**src/hdl/drmx_pkg.sv**
```systemverilog
// What this block does
// - Writing command code 29h starts the 48-bit multi-sector read, which fetches the sectors and returns them.
// - Every sector's data leaves through the data register as 16-bit words, one word per host data read.
// - One interrupt is raised per block of the configured block size, not per sector.
// - A combined sector count of zero transfers 65,536 sectors.
// - After an unrecoverable error the address of the failing sector is readable, low or high half by the select bit.
// - Writing command code F8h returns the native maximum address in the address registers with no data transfer.
// - The native maximum returned is the physical limit, unaffected by any reduced capacity.
// - A native maximum above 268,435,455 is returned as 268,435,455.
// - In address mode the native maximum bits 0-7 go to the sector number register.
// - In address mode bits 8-15 go to cylinder low and bits 16-23 to cylinder high.
// - In address mode bits 24-27 go to the head bits of the drive select register.
// - In cylinder-head-sector mode the maximum sector, cylinder and head are returned instead.
package drmx_pkg;
   localparam logic [7:0] CMD_RD_MULTI_EXT = 8'h29;
   localparam logic [7:0] CMD_NATIVE_MAX = 8'hF8;
   localparam logic [2:0] ADR_DATA = 3'h0;
   localparam logic [2:0] ADR_ERR_FEAT = 3'h1;
   localparam logic [2:0] ADR_SCNT = 3'h2;
   localparam logic [2:0] ADR_SNUM = 3'h3;
   localparam logic [2:0] ADR_CYLLO = 3'h4;
   localparam logic [2:0] ADR_CYLHI = 3'h5;
   localparam logic [2:0] ADR_DEVHEAD = 3'h6;
   localparam logic [2:0] ADR_STAT_CMD = 3'h7;
   localparam logic [2:0] ADR_DEVCTL = 3'h6;
   localparam logic [8:0] WORD_LAST = 9'h0FF;
   localparam logic [16:0] MAX_SECTORS = 17'h1_0000;
   localparam logic [47:0] NATIVE_CLAMP = 48'h0000_0FFF_FFFF;
   localparam int ST_BSY = 7;
   localparam int ST_RDY = 6;
   localparam int ST_DSC = 4;
   localparam int ST_DRQ = 3;
   localparam int ST_ERR = 0;
   localparam int ER_UNC = 6;
   localparam int ER_ABT = 2;
   localparam int DH_LBA = 6;
   localparam int DC_HOB = 7;
   localparam logic [7:0] ERR_RESET = 8'h00;
   localparam logic [7:0] DEVHEAD_RESET = 8'hA0;

   typedef struct packed {
      logic [7:0] prev;
      logic [7:0] cur;
   } drmx_pair_t;

   typedef struct packed {
      drmx_pair_t scnt;
      drmx_pair_t snum;
      drmx_pair_t cyllo;
      drmx_pair_t cylhi;
      logic [7:0] feat;
      logic [7:0] devhead;
   } drmx_tf_t;

   typedef struct packed {
      logic [7:0] sect;
      logic [15:0] cyl;
      logic [3:0] head;
   } drmx_addr_t;

   typedef enum logic [2:0] {
      ST_IDLE = 3'b000,
      ST_FETCH = 3'b001,
      ST_STREAM = 3'b010,
      ST_NMAX = 3'b011,
      ST_NMAX2 = 3'b100
   } drmx_state_t;
endpackage

```
**src/hdl/drmx_fifo.sv**
```systemverilog
`timescale 1ns/10ps
`default_nettype none
module drmx_fifo
   import drmx_pkg::*;
#(
   parameter int W = 16,
   parameter int DEPTH = 4
) (
   input wire logic core_clk_i,
   input wire logic reset_i,
   input wire logic flush_i,
   input wire logic in_valid_i,
   input wire logic [W-1:0] in_data_i,
   output logic in_ready_o,
   output logic out_valid_o,
   output logic [W-1:0] out_data_o,
   input wire logic out_ready_i
);
   localparam int AW = $clog2(DEPTH);

   typedef struct packed {
      logic [DEPTH-1:0][W-1:0] mem;
      logic [AW-1:0] wp;
      logic [AW-1:0] rp;
      logic [AW:0] cnt;
      logic in_rdy;
      logic out_vld;
   } drmx_fifo_state_t;

   drmx_fifo_state_t s_r, s_nxt;
   logic push, pop;

   always_comb begin
      s_nxt = s_r;
      push = in_valid_i && s_r.in_rdy;
      pop = out_ready_i && s_r.out_vld;
      if (flush_i) begin
         s_nxt.wp = '0;
         s_nxt.rp = '0;
         s_nxt.cnt = '0;
      end else begin
         if (push) begin
            s_nxt.mem[s_r.wp] = in_data_i;
            s_nxt.wp = (s_r.wp == AW'(DEPTH - 1)) ? '0 : s_r.wp + 1'b1;
         end
         if (pop) begin
            s_nxt.rp = (s_r.rp == AW'(DEPTH - 1)) ? '0 : s_r.rp + 1'b1;
         end
         s_nxt.cnt = s_r.cnt + (AW + 1)'(push) - (AW + 1)'(pop);
      end
      // Flags are registered so the media side sees a clean ready with no path from the host side.
      s_nxt.in_rdy = s_nxt.cnt != (AW + 1)'(DEPTH);
      s_nxt.out_vld = s_nxt.cnt != '0;
   end

   always_ff @(posedge core_clk_i) begin
      if (reset_i) begin
         s_r <= '0;
      end else begin
         s_r <= s_nxt;
      end
   end

   assign in_ready_o = s_r.in_rdy;
   assign out_valid_o = s_r.out_vld;
   assign out_data_o = s_r.mem[s_r.rp];

   property p_full_stalls;
      @(posedge core_clk_i) disable iff (reset_i)
      (s_r.cnt == (AW + 1)'(DEPTH)) |-> !in_ready_o;
   endproperty
   a_full_stalls: assert property (p_full_stalls)
      else $error("fifo full but still ready");
endmodule
`default_nettype wire

```
**src/hdl/drmx_nmax.sv**
```systemverilog
`timescale 1ns/10ps
`default_nettype none
module drmx_nmax
   import drmx_pkg::*;
(
   input wire logic core_clk_i,
   input wire logic reset_i,
   input wire logic lba_mode_i,
   input wire logic [47:0] native_max_i,
   input wire logic [15:0] chs_max_cyl_i,
   input wire logic [3:0] chs_max_head_i,
   input wire logic [7:0] chs_max_sect_i,
   output drmx_addr_t answer_o
);
   typedef struct packed {
      drmx_addr_t ans;
   } drmx_nmax_state_t;

   drmx_nmax_state_t s_r, s_nxt;
   logic [27:0] lim;

   always_comb begin
      s_nxt = s_r;
      // Only the physical limit is an input; no reduced capacity is ever consulted.
      lim = (native_max_i > NATIVE_CLAMP) ? NATIVE_CLAMP[27:0] : native_max_i[27:0];
      if (lba_mode_i) begin
         s_nxt.ans.sect = lim[7:0];
         s_nxt.ans.cyl = lim[23:8];
         s_nxt.ans.head = lim[27:24];
      end else begin
         s_nxt.ans.sect = chs_max_sect_i;
         s_nxt.ans.cyl = chs_max_cyl_i;
         s_nxt.ans.head = chs_max_head_i;
      end
   end

   always_ff @(posedge core_clk_i) begin
      if (reset_i) begin
         s_r <= '0;
      end else begin
         s_r <= s_nxt;
      end
   end

   assign answer_o = s_r.ans;

   property p_clamp;
      @(posedge core_clk_i) disable iff (reset_i)
      (lba_mode_i && native_max_i > NATIVE_CLAMP) |=> ({answer_o.head, answer_o.cyl, answer_o.sect} == 28'hFFF_FFFF);
   endproperty
   a_clamp: assert property (p_clamp)
      else $error("native maximum not saturated");

   property p_lba_map;
      @(posedge core_clk_i) disable iff (reset_i)
      (lba_mode_i && native_max_i <= NATIVE_CLAMP)
         |=> ({answer_o.head, answer_o.cyl, answer_o.sect} == $past(native_max_i[27:0]));
   endproperty
   a_lba_map: assert property (p_lba_map)
      else $error("native maximum address fields misplaced");
endmodule
`default_nettype wire

```
**src/hdl/drmx_top.sv**
```systemverilog
`timescale 1ns/10ps
`default_nettype none
module drmx_top
   import drmx_pkg::*;
#(
   parameter int FIFO_DEPTH = 4
) (
   input wire logic core_clk_i,
   input wire logic reset_i,
   input wire logic host_ctl_sel_i,
   input wire logic [2:0] host_addr_i,
   input wire logic host_wr_i,
   input wire logic host_rd_i,
   input wire logic [15:0] host_wdata_i,
   output logic [15:0] host_rdata_o,
   output logic intrq_o,
   output logic med_req_o,
   output logic [47:0] med_lba_o,
   input wire logic med_valid_i,
   input wire logic [15:0] med_data_i,
   input wire logic med_err_i,
   output logic med_ready_o,
   input wire logic [7:0] multi_count_i,
   input wire logic [47:0] native_max_i,
   input wire logic [15:0] chs_max_cyl_i,
   input wire logic [3:0] chs_max_head_i,
   input wire logic [7:0] chs_max_sect_i
);
   typedef struct packed {
      drmx_state_t st;
      drmx_tf_t tf;
      logic high_byte_select;
      logic [7:0] error_flags;
      logic err_bit;
      logic intr;
      logic [15:0] rdata;
      logic med_req;
      logic [47:0] lba;
      logic [16:0] left;
      logic [8:0] wcnt;
      logic [7:0] blk_left;
      logic flush;
   } drmx_top_state_t;

   drmx_top_state_t s_r, s_nxt;
   logic fifo_vld;
   logic [15:0] fifo_data;
   logic pop;
   logic tf_wr;
   logic tf_rd;
   logic cmd_wr;
   logic stat_rd;
   logic [15:0] cnt16;
   logic [7:0] status_flags;
   logic transfer_request_flag;
   logic device_occupied_flag;
   drmx_addr_t nmax_ans;

   drmx_fifo #(
      .W(16),
      .DEPTH(FIFO_DEPTH)
   ) u_fifo (
      .core_clk_i(core_clk_i),
      .reset_i(reset_i),
      .flush_i(s_r.flush),
      .in_valid_i(med_valid_i),
      .in_data_i(med_data_i),
      .in_ready_o(med_ready_o),
      .out_valid_o(fifo_vld),
      .out_data_o(fifo_data),
      .out_ready_i(pop)
   );

   drmx_nmax u_nmax (
      .core_clk_i(core_clk_i),
      .reset_i(reset_i),
      .lba_mode_i(s_r.tf.devhead[DH_LBA]),
      .native_max_i(native_max_i),
      .chs_max_cyl_i(chs_max_cyl_i),
      .chs_max_head_i(chs_max_head_i),
      .chs_max_sect_i(chs_max_sect_i),
      .answer_o(nmax_ans)
   );

   always_comb begin
      tf_wr = host_wr_i && !host_ctl_sel_i && s_r.st == ST_IDLE;
      tf_rd = host_rd_i && !host_ctl_sel_i;
      cmd_wr = tf_wr && host_addr_i == ADR_STAT_CMD;
      stat_rd = tf_rd && host_addr_i == ADR_STAT_CMD;
      pop = tf_rd && host_addr_i == ADR_DATA && s_r.st == ST_STREAM && fifo_vld;
      cnt16 = {s_r.tf.scnt.prev, s_r.tf.scnt.cur};
      // Busy stays up while the buffer runs dry so the host never reads a stale word.
      transfer_request_flag = s_r.st == ST_STREAM && fifo_vld;
      device_occupied_flag = s_r.st != ST_IDLE && !transfer_request_flag;
      status_flags = 8'h00;
      status_flags[ST_BSY] = device_occupied_flag;
      status_flags[ST_RDY] = 1'b1;
      status_flags[ST_DSC] = 1'b1;
      status_flags[ST_DRQ] = transfer_request_flag;
      status_flags[ST_ERR] = s_r.err_bit;
   end

   always_comb begin
      s_nxt = s_r;
      s_nxt.med_req = 1'b0;
      s_nxt.flush = 1'b0;

      // Read path: the register answers one cycle after the strobe.
      if (host_rd_i) begin
         if (host_ctl_sel_i) begin
            s_nxt.rdata = (host_addr_i == ADR_DEVCTL) ? {8'h00, status_flags} : 16'h0000;
         end else begin
            unique case (host_addr_i)
               ADR_DATA: s_nxt.rdata = pop ? fifo_data : 16'h0000;
               ADR_ERR_FEAT: s_nxt.rdata = {8'h00, s_r.error_flags};
               ADR_SCNT: s_nxt.rdata = {8'h00, s_r.high_byte_select ? s_r.tf.scnt.prev : s_r.tf.scnt.cur};
               ADR_SNUM: s_nxt.rdata = {8'h00, s_r.high_byte_select ? s_r.tf.snum.prev : s_r.tf.snum.cur};
               ADR_CYLLO: s_nxt.rdata = {8'h00, s_r.high_byte_select ? s_r.tf.cyllo.prev : s_r.tf.cyllo.cur};
               ADR_CYLHI: s_nxt.rdata = {8'h00, s_r.high_byte_select ? s_r.tf.cylhi.prev : s_r.tf.cylhi.cur};
               ADR_DEVHEAD: s_nxt.rdata = {8'h00, s_r.tf.devhead};
               ADR_STAT_CMD: s_nxt.rdata = {8'h00, status_flags};
            endcase
         end
      end

      // Reading the main status acknowledges the interrupt.
      if (stat_rd) begin
         s_nxt.intr = 1'b0;
      end

      if (host_wr_i && host_ctl_sel_i && host_addr_i == ADR_DEVCTL) begin
         s_nxt.high_byte_select = host_wdata_i[DC_HOB];
      end

      if (tf_wr) begin
         // The count, sector and cylinder registers keep the byte written before it, giving the high half of 48-bit fields.
         unique case (host_addr_i)
            ADR_DATA: ;
            ADR_ERR_FEAT: s_nxt.tf.feat = host_wdata_i[7:0];
            ADR_SCNT: s_nxt.tf.scnt = {s_r.tf.scnt.cur, host_wdata_i[7:0]};
            ADR_SNUM: s_nxt.tf.snum = {s_r.tf.snum.cur, host_wdata_i[7:0]};
            ADR_CYLLO: s_nxt.tf.cyllo = {s_r.tf.cyllo.cur, host_wdata_i[7:0]};
            ADR_CYLHI: s_nxt.tf.cylhi = {s_r.tf.cylhi.cur, host_wdata_i[7:0]};
            ADR_DEVHEAD: s_nxt.tf.devhead = host_wdata_i[7:0];
            ADR_STAT_CMD: ;
         endcase
         s_nxt.high_byte_select = 1'b0;
      end

      if (cmd_wr) begin
         s_nxt.intr = 1'b0;
         s_nxt.error_flags = ERR_RESET;
         s_nxt.err_bit = 1'b0;
         s_nxt.flush = 1'b1;
         if (host_wdata_i[7:0] == CMD_RD_MULTI_EXT && multi_count_i != 8'h00) begin
            s_nxt.st = ST_FETCH;
            s_nxt.lba = {s_r.tf.cylhi.prev, s_r.tf.cyllo.prev, s_r.tf.snum.prev,
                         s_r.tf.cylhi.cur, s_r.tf.cyllo.cur, s_r.tf.snum.cur};
            s_nxt.left = (cnt16 == 16'h0000) ? MAX_SECTORS : {1'b0, cnt16};
            s_nxt.blk_left = 8'h00;
         end else if (host_wdata_i[7:0] == CMD_NATIVE_MAX) begin
            s_nxt.st = ST_NMAX;
         end else begin
            // Unknown commands and a multi read with no block size set are refused.
            s_nxt.error_flags[ER_ABT] = 1'b1;
            s_nxt.err_bit = 1'b1;
            s_nxt.intr = 1'b1;
         end
      end

      unique case (s_r.st)
         ST_IDLE: ;
         ST_FETCH: begin
            s_nxt.med_req = 1'b1;
            s_nxt.wcnt = 9'h000;
            s_nxt.st = ST_STREAM;
            if (s_r.blk_left == 8'h00) begin
               s_nxt.intr = 1'b1;
               s_nxt.blk_left = multi_count_i - 8'h01;
            end else begin
               s_nxt.blk_left = s_r.blk_left - 8'h01;
            end
         end
         ST_STREAM: begin
            if (med_err_i) begin
               s_nxt.tf.snum = {s_r.lba[31:24], s_r.lba[7:0]};
               s_nxt.tf.cyllo = {s_r.lba[39:32], s_r.lba[15:8]};
               s_nxt.tf.cylhi = {s_r.lba[47:40], s_r.lba[23:16]};
               s_nxt.error_flags[ER_UNC] = 1'b1;
               s_nxt.err_bit = 1'b1;
               s_nxt.intr = 1'b1;
               s_nxt.flush = 1'b1;
               s_nxt.st = ST_IDLE;
            end else if (pop) begin
               s_nxt.wcnt = s_r.wcnt + 9'h001;
               if (s_r.wcnt == WORD_LAST) begin
                  s_nxt.lba = s_r.lba + 48'h0000_0000_0001;
                  s_nxt.left = s_r.left - 17'h0_0001;
                  s_nxt.st = (s_r.left == 17'h0_0001) ? ST_IDLE : ST_FETCH;
               end
            end
         end
         ST_NMAX: s_nxt.st = ST_NMAX2;
         ST_NMAX2: begin
            s_nxt.tf.snum.cur = nmax_ans.sect;
            s_nxt.tf.cyllo.cur = nmax_ans.cyl[7:0];
            s_nxt.tf.cylhi.cur = nmax_ans.cyl[15:8];
            s_nxt.tf.devhead[3:0] = nmax_ans.head;
            s_nxt.intr = 1'b1;
            s_nxt.st = ST_IDLE;
         end
         default: s_nxt.st = ST_IDLE;
      endcase
   end

   always_ff @(posedge core_clk_i) begin
      if (reset_i) begin
         s_r <= '0;
         s_r.st <= ST_IDLE;
         s_r.tf.devhead <= DEVHEAD_RESET;
         s_r.error_flags <= ERR_RESET;
      end else begin
         s_r <= s_nxt;
      end
   end

   assign host_rdata_o = s_r.rdata;
   assign intrq_o = s_r.intr;
   assign med_req_o = s_r.med_req;
   assign med_lba_o = s_r.lba;

   property p_cmd_start;
      @(posedge core_clk_i) disable iff (reset_i)
      (cmd_wr && host_wdata_i[7:0] == CMD_RD_MULTI_EXT && multi_count_i != 8'h00)
         |=> (s_r.st == ST_FETCH) ##1 (med_req_o && s_r.st == ST_STREAM);
   endproperty
   a_cmd_start: assert property (p_cmd_start)
      else $error("multi read did not request the first sector");

   property p_word_out;
      @(posedge core_clk_i) disable iff (reset_i)
      pop |=> (host_rdata_o == $past(fifo_data));
   endproperty
   a_word_out: assert property (p_word_out)
      else $error("data word not returned on host read");

   property p_block_intr;
      @(posedge core_clk_i) disable iff (reset_i)
      (s_r.st == ST_FETCH && s_r.blk_left != 8'h00 && !stat_rd && !intrq_o) |=> !intrq_o;
   endproperty
   a_block_intr: assert property (p_block_intr)
      else $error("interrupt raised inside a block");

   property p_block_start;
      @(posedge core_clk_i) disable iff (reset_i)
      (s_r.st == ST_FETCH && s_r.blk_left == 8'h00) |=> intrq_o;
   endproperty
   a_block_start: assert property (p_block_start)
      else $error("no interrupt at block start");

   property p_zero_count;
      @(posedge core_clk_i) disable iff (reset_i)
      (cmd_wr && host_wdata_i[7:0] == CMD_RD_MULTI_EXT && multi_count_i != 8'h00 && cnt16 == 16'h0000)
         |=> (s_r.left == MAX_SECTORS);
   endproperty
   a_zero_count: assert property (p_zero_count)
      else $error("zero count not taken as maximum");

   property p_err_addr;
      @(posedge core_clk_i) disable iff (reset_i)
      (s_r.st == ST_STREAM && med_err_i)
         |=> ({s_r.tf.cylhi.prev, s_r.tf.cyllo.prev, s_r.tf.snum.prev,
               s_r.tf.cylhi.cur, s_r.tf.cyllo.cur, s_r.tf.snum.cur} == $past(s_r.lba)) && intrq_o;
   endproperty
   a_err_addr: assert property (p_err_addr)
      else $error("failing address not reported");

   property p_nmax_done;
      @(posedge core_clk_i) disable iff (reset_i)
      (cmd_wr && host_wdata_i[7:0] == CMD_NATIVE_MAX)
         |=> (s_r.st == ST_NMAX) ##1 (s_r.st == ST_NMAX2) ##1 (s_r.st == ST_IDLE && intrq_o && !pop);
   endproperty
   a_nmax_done: assert property (p_nmax_done)
      else $error("native maximum query did not complete");
endmodule
`default_nettype wire

```
**config.mk**
```make
export PLATFORM = sky130hd
export DESIGN_NAME = drmx_top
export DESIGN_NICKNAME = d
export VERILOG_FILES = /design/src/hdl/drmx_pkg.sv /design/src/hdl/drmx_fifo.sv /design/src/hdl/drmx_nmax.sv /design/src/hdl/drmx_top.sv
export SDC_FILE = /design/constraint.sdc
export NUM_CORES = 1
export LEC_CHECK = 0
export BUFFER_PORTS_ARGS = -buffer_cell sky130_fd_sc_hd__buf_2
export CORE_MARGIN = 5
export CORE_UTILIZATION = 31
export CTS_CLUSTER_DIAMETER = 100
export DETAILED_ROUTE_END_ITERATION = 8
export GPL_TIMING_DRIVEN = 1
export PLACE_DENSITY = 0.54
export SYNTH_ARGS = -nofsm -noshare
export SYNTH_HDL_FRONTEND = slang
export SYNTH_SLANG_ARGS = --single-unit
export TNS_END_PERCENT = 50
```
**constraint.sdc**
```tcl
create_clock -name core_clk_i -period 8.9 [get_ports core_clk_i]
set_clock_uncertainty 0.1 [all_clocks]
set_input_delay 0.445 -clock core_clk_i [delete_from_list [all_inputs] [get_ports core_clk_i]]
set_output_delay 0.445 -clock core_clk_i [all_outputs]
set_load 0.05 [all_outputs]
```
After elaboration in Yosys (flattened, before gate mapping)
Cells that the tools add are included.
- add/sub/neg operators: 9
- magnitude comparators: 4
- equality and inequality tests: 20
- muxes and demuxes: 68
- bitwise operators: 1
- reductions and logical operators: 39
- operator list (cell ; number):
    two-way mux 65 bit ; 5
    two-way mux 74 bit ; 2
    case mux 16 bit (8 select lines) ; 1
    two-way mux 16 bit ; 7
    two-way mux 8 bit ; 13
    bitwise mux 64 bit ; 1
    two-way mux 28 bit ; 2
    adder 48 x 1 -> 48 bit, second input constant ; 1
    greater-than comparator 48 x 28 -> 1 bit, second input constant ; 1
    two-way mux 48 bit ; 1
    case mux 8 bit (2 select lines) ; 3
    binary-select mux 16 bit (select 2 bit) ; 1
    demux 16 bit (select 2 bit) ; 1
    two-way mux 3 bit ; 7
    two-way mux 9 bit ; 2
    case mux 9 bit (2 select lines) ; 1
    equality test 17 x 1 -> 1 bit, second input constant ; 1
    two-way mux 17 bit ; 1
    subtractor 17 x 1 -> 17 bit, second input constant ; 1
    logical AND 1 bit ; 16
    logical NOT 16 bit ; 1
    subtractor 8 x 1 -> 8 bit, second input constant ; 2
    equality test 3 bit, second input constant ; 5
    equality test 3 x 2 -> 1 bit, second input constant ; 4
    28 further kinds ; 61
- register bits: 289
- bits of input ports: 126
- output and inout bits: 67

Depth between registers and ports, before layout
- depth in word-level cells: 9
- depth in mapped cells: 14

Hierarchy
From an unflattened synthesis, not the netlist that was laid out.
- cell total of the unflattened synthesis: 1731
- area, all modules: 14929.3 um^2
- by module, submodules not included (module ; times used ; cells each ; area each (um^2) ; sequential area each (um^2)):
    drmx_top ; 1 ; 1244 ; 10358.7 ; 3603.5
    drmx_fifo ; 1 ; 353 ; 3314.4 ; 1461.4
    drmx_nmax ; 1 ; 134 ; 1256.2 ; 560.5

Worst setup path after synthesis
No wires, ideal clock.
- path kind: input-to-reg
- start point: input port host_addr_i[0]
- end point: register u_fifo.s_r (netlist bit u_fifo.out_valid_o)
- arrival: 3.036 ns
- setup slack: 5.647 ns
- stages on the path: 14
- buffers on the path: 3
- cells stage by stage: clkbuf_1 > nor3_1 > nand3_1 > inv_1 > clkbuf_1 > buf_1 > ha_1 > inv_1 > ha_1 > inv_1 > fa_1 > xnor2_1 > nor3_1 > nand2b_1
- cells in the longest elaborated chain, start to end: 8
- RTL lines (item ; line ; text):
    start: declaration ; drmx_top.sv:11 ; input wire logic [2:0] host_addr_i,
    logical NOT 3 bit ; drmx_top.sv:90 ; pop = tf_rd && host_addr_i == ADR_DATA && s_r.st == ST_STREAM && fifo_vld;
    logical AND 1 bit (3 in a row) ; drmx_top.sv:90 ;
    logical AND 1 bit ; drmx_fifo.sv:36 ; pop = out_ready_i && s_r.out_vld;
    via u_fifo.pop ; drmx_fifo.sv:31 ; logic push, pop;
    subtractor 3 x 1 -> 3 bit ; drmx_fifo.sv:49 ; s_nxt.cnt = s_r.cnt + (AW + 1)'(push) - (AW + 1)'(pop);
    two-way mux 3 bit ; drmx_fifo.sv:37 ; if (flush_i) begin
    nonzero test 3 bit ; drmx_fifo.sv:53 ; s_nxt.out_vld = s_nxt.cnt != '0;
    end signal: assignment ; drmx_fifo.sv:60 ; s_r <= s_nxt;
    end: declaration ; drmx_fifo.sv:30 ; drmx_fifo_state_t s_r, s_nxt;
The timed path passes the listed nets, and every way through them passes these cells.
A chain may end at the register's enable or synchronous reset.

Worst setup path in the final report
- start point: register s_r[192] (netlist bit)
- end point: register u_fifo.s_r (netlist bit u_fifo.out_valid_o)
- cells in the longest elaborated chain, start to end: 7
- RTL lines (item ; line ; text):
    start: declaration ; drmx_top.sv:45 ; drmx_top_state_t s_r, s_nxt;
    start signal: assignment ; drmx_top.sv:223 ; s_r <= s_nxt;
    equality test 3 x 2 -> 1 bit ; drmx_top.sv:90 ;
    logical AND 1 bit (2 in a row) ; drmx_top.sv:90 ;
    logical AND 1 bit ; drmx_fifo.sv:36 ;
    subtractor 3 x 1 -> 3 bit ; drmx_fifo.sv:49 ;
    two-way mux 3 bit ; drmx_fifo.sv:37 ;
    nonzero test 3 bit ; drmx_fifo.sv:53 ;
Every way passes these cells.

==> qor.yml <==
ys.flop_type: "dfxtp_1"
grt_pass1_vias: 13000
dieArea_um2: 51600
cp-start-kind: "flop"
reg2reg_depth: 11
multiInputGateArea_um2: 7940
cts.htree.levels: 2
num-nets-final: 1922
critPathKind: "reg -> reg"
synth_xor_area_share_pct: 0.419
cp.required_ns: 9.20
wl_mm: 53.6
crit_end: "u_fifo.out_valid_o$_SDFF_PP0_"
finalHoldViolations: 0
cts_root_buf: "clkbuf_16"
setup_ws_ns: 4.68
yosys_warnings: 0
cts_buffer_depth: 3
synthCells: 1730
cts_setup_buffers: 0
num_rows: 79
r2r_slack_ns: 4.68
ys_seq_area_share_pct: 38.5
drv_cap: 0
synth_top_family_by_area: "simple AND/OR/NAND/NOR gates"
ys_types: 81
cellLeakagePower_nw: 5.86
postSynthAreaPerCell_um2: 8.45
report.final.slew_viol_count: 0
rsz0062_at_grt: "false"
clk_latency_ns: 0.53
die_y_um: 227
p_per_area_nw_per_um2: 174
async_flop_share_pct: 0
antenna_found_initial: 3
worstReg2RegEnd: "u_fifo.out_valid_o$_SDFF_PP0_"
gr-total-overflow: 0
fillers: 4884
area_growth_pct: 13.3
top_level_ports: 193
port_buffers: 184
vias: 13700
syn-cell-area_um2: 14600
grt_pass1_wl_mm: 80.7
synth_adder_area_share_pct: 1.25
setup_tns_ns: 0
syn_nets: 1870
r2r_start: "s_r[192]$_SDFF_PP0_"
wl_per_cell_um: 22.2
finalCriticalPeriod_ns: 4.22
hpwl_mm: 37.8
synth-compound-area-share_pct: 21.0
grt_max_degree: 98
drtIter0Drc: 1229
synthMuxAreaShare_pct: 10.1
timing.fmax_mhz: 237
die_width_um: 227
cts_resized: 0
detail-route-antenna-nets: 0
critical_path.max_fanout: 22
hold_path.class: "in -> reg"
irDropWorstVdd_mv: 0.138
setup_viol: 0
cts_num_sinks: 281
synthSimpleGateAreaFrac_pct: 21.4
timing.final.crit_share_pct: 47.4
routed_via_density: 5.67
worst_pin_slew_ns: 1.04
clk_pin_slew_ns: 0.06
cts_buffers: 34
core_um2: 46700
initial_utilization_pct: 31.3
cts_tree: "done"
drc_errors: 0
finalPower_mw: 2.89
holdBufCountCts: 0
arrival_ns: 4.52
postLayoutCoreUtil_pct: 35.5
synth-seq-cells: 281
regArea_um2: 5630
critPathCaptureType: "flop"
gp_congestion: 0.959
synth_edf_count: 0
track_usage_pct: 19.9
crit_path_start: "s_r[192]$_SDFF_PP0_"
drive_gt1_share_pct: 20.0
firstDrtPassIters: 7
status: "finished, final reports clean"
slew_headroom_pct: 30.1
dp_slack_ns: 4.74
-- metal layers --
layer / routed length [um] / GRT usage, % / vias up
met5: 0 / 0 / -
met4: 1730 / 6.46 / 0
met3: 4710 / 4.19 / 91
met2: 23400 / 29.8 / 599
met1: 23800 / 28.8 / 6570
li1: - / - / 6434
-- cells in the final DEF (no fill, tap or decap), types with 28 or more instances in the layout --
cell and n:
dfxtp_1 281, nand2_1 245, buf_2 183, a21oi_1 169, nor2_1 115, mux2i_1 79
nand3_1 46, o21ai_0 46, a211oi_1 39, nand4_1 38, nor3_1 37, clkbuf_16 34
mux2_2 29, o221a_2 28
-- registers in the layout, indices dropped and copies added, names as in the netlist --
register	flops
host_rdata_o	16
u_fifo.in_ready_o	1
s_r	98
u_fifo.out_valid_o	1
cnt16	16
u_fifo.s_r	71
u_nmax.answer_o	28
med_lba_o	48
med_req_o	1
intrq_o	1
-- critical path, stage by stage, from the launching register on --
cell and delay [ns]:
dfxtp_1 0.82, and4bb_1 0.41, nand3_1 0.50, inv_1 0.84, ha_1 0.36, inv_1 0.06
ha_1 0.13, inv_1 0.05, fa_1 0.38, xnor2_1 0.20, nor3_1 0.07, nand2b_1 0.19
-- Yosys cell counts (6+ instances only) --
cell       number  share of area (%)
a211o_1         6               0.36
a211oi_1       39                2.0
a21oi_1       170                5.8
a22oi_1        27                1.4
a2bb2oi_1       8               0.48
a31oi_1        27                1.2
a41oi_1         9               0.54
and2_1         14               0.60
and3_1         15               0.64
and4_1          6               0.36
buf_1          10               0.26
buf_2          12               0.41
buf_4          69                3.5
clkbuf_1       97                2.5
dfxtp_1       281                 38
ha_1           13                1.1
inv_1          20               0.51
mux2_2         29                2.2
mux2i_1        79                5.4
mux4_2         16                2.5
nand2_1       245                6.3
nand3_1        46                1.6
nand3b_1        8               0.41
nand4_1        38                1.6
nor2_1        115                3.0
nor2b_1        15               0.64
nor3_1         38                1.3
nor3_2          6               0.41
nor3b_1         7               0.36
nor4_1         21               0.90
o211ai_1       15               0.77
o21ai_0        46                1.6
o221a_2        28                2.2
o22ai_1         9               0.39
o311ai_0       11               0.66
or2_2           9               0.39
or3_1          18               0.77
or4_1          10               0.51
-- kinds of logic (layout without fill, tap and decap cells) --
family          count (synthesis)  in the layout
flops                         281            281
compound gates                458            458
xor+xnor                        7              7
simple gates                  636            636
buf+inv                       210            285
mux                           124            124
fa+ha+maj                      14             14
other cells                     0              2
-- area by class of cell --
type / count / area share [%]
sequential: 281 / 34.0
tap: 607 / 4.58
inverter: 20 / 0.453
multi-input combinational: 1239 / 47.9
timing repair buffer: 206 / 6.59
antenna: 2 / 0.0302
clock buffer: 47 / 5.79
clock inverter: 12 / 0.680
-- metrics by stage --
stage	hold slack, ns	cell area (um2)	cells
finish	0.0856	16600	2414
global route	0.0867	16600	2413
CTS	0.0710	16600	2412
detailed placement	0.344	15500	2353
global placement	0.339	15500	2353
floorplan	0.326	14600	1730
-- where the power goes --
group / switching [mW] / internal [mW]
Sequential: 0.0240 / 1.29
Combinational: 0.145 / 0.0808
Clock: 0.560 / 0.787
-- worst min path at each step --
| stage | from | to | cells past startpoint |
|---|---|---|---|
| 2_1_floorplan | host_rdata_o[2]$_SDFFE_PP0P_ | host_rdata_o[2]$_SDFFE_PP0P_ | 2 |
| 3_3_place_gp | u_fifo.s_r[65]$_SDFFE_PP0P_ | u_fifo.s_r[65]$_SDFFE_PP0P_ | 2 |
| 3_5_place_dp | u_fifo.s_r[63]$_SDFFE_PP0P_ | u_fifo.s_r[63]$_SDFFE_PP0P_ | 2 |
| 4_1_cts | med_data_i[5] | u_fifo.s_r[14]$_SDFFE_PP0P_ | 3 |
| 5_1_grt | med_data_i[5] | u_fifo.s_r[30]$_SDFFE_PP0P_ | 3 |
| 6_report | med_data_i[1] | u_fifo.s_r[10]$_SDFFE_PP0P_ | 3 |
(Power assumes the default switching activity.)
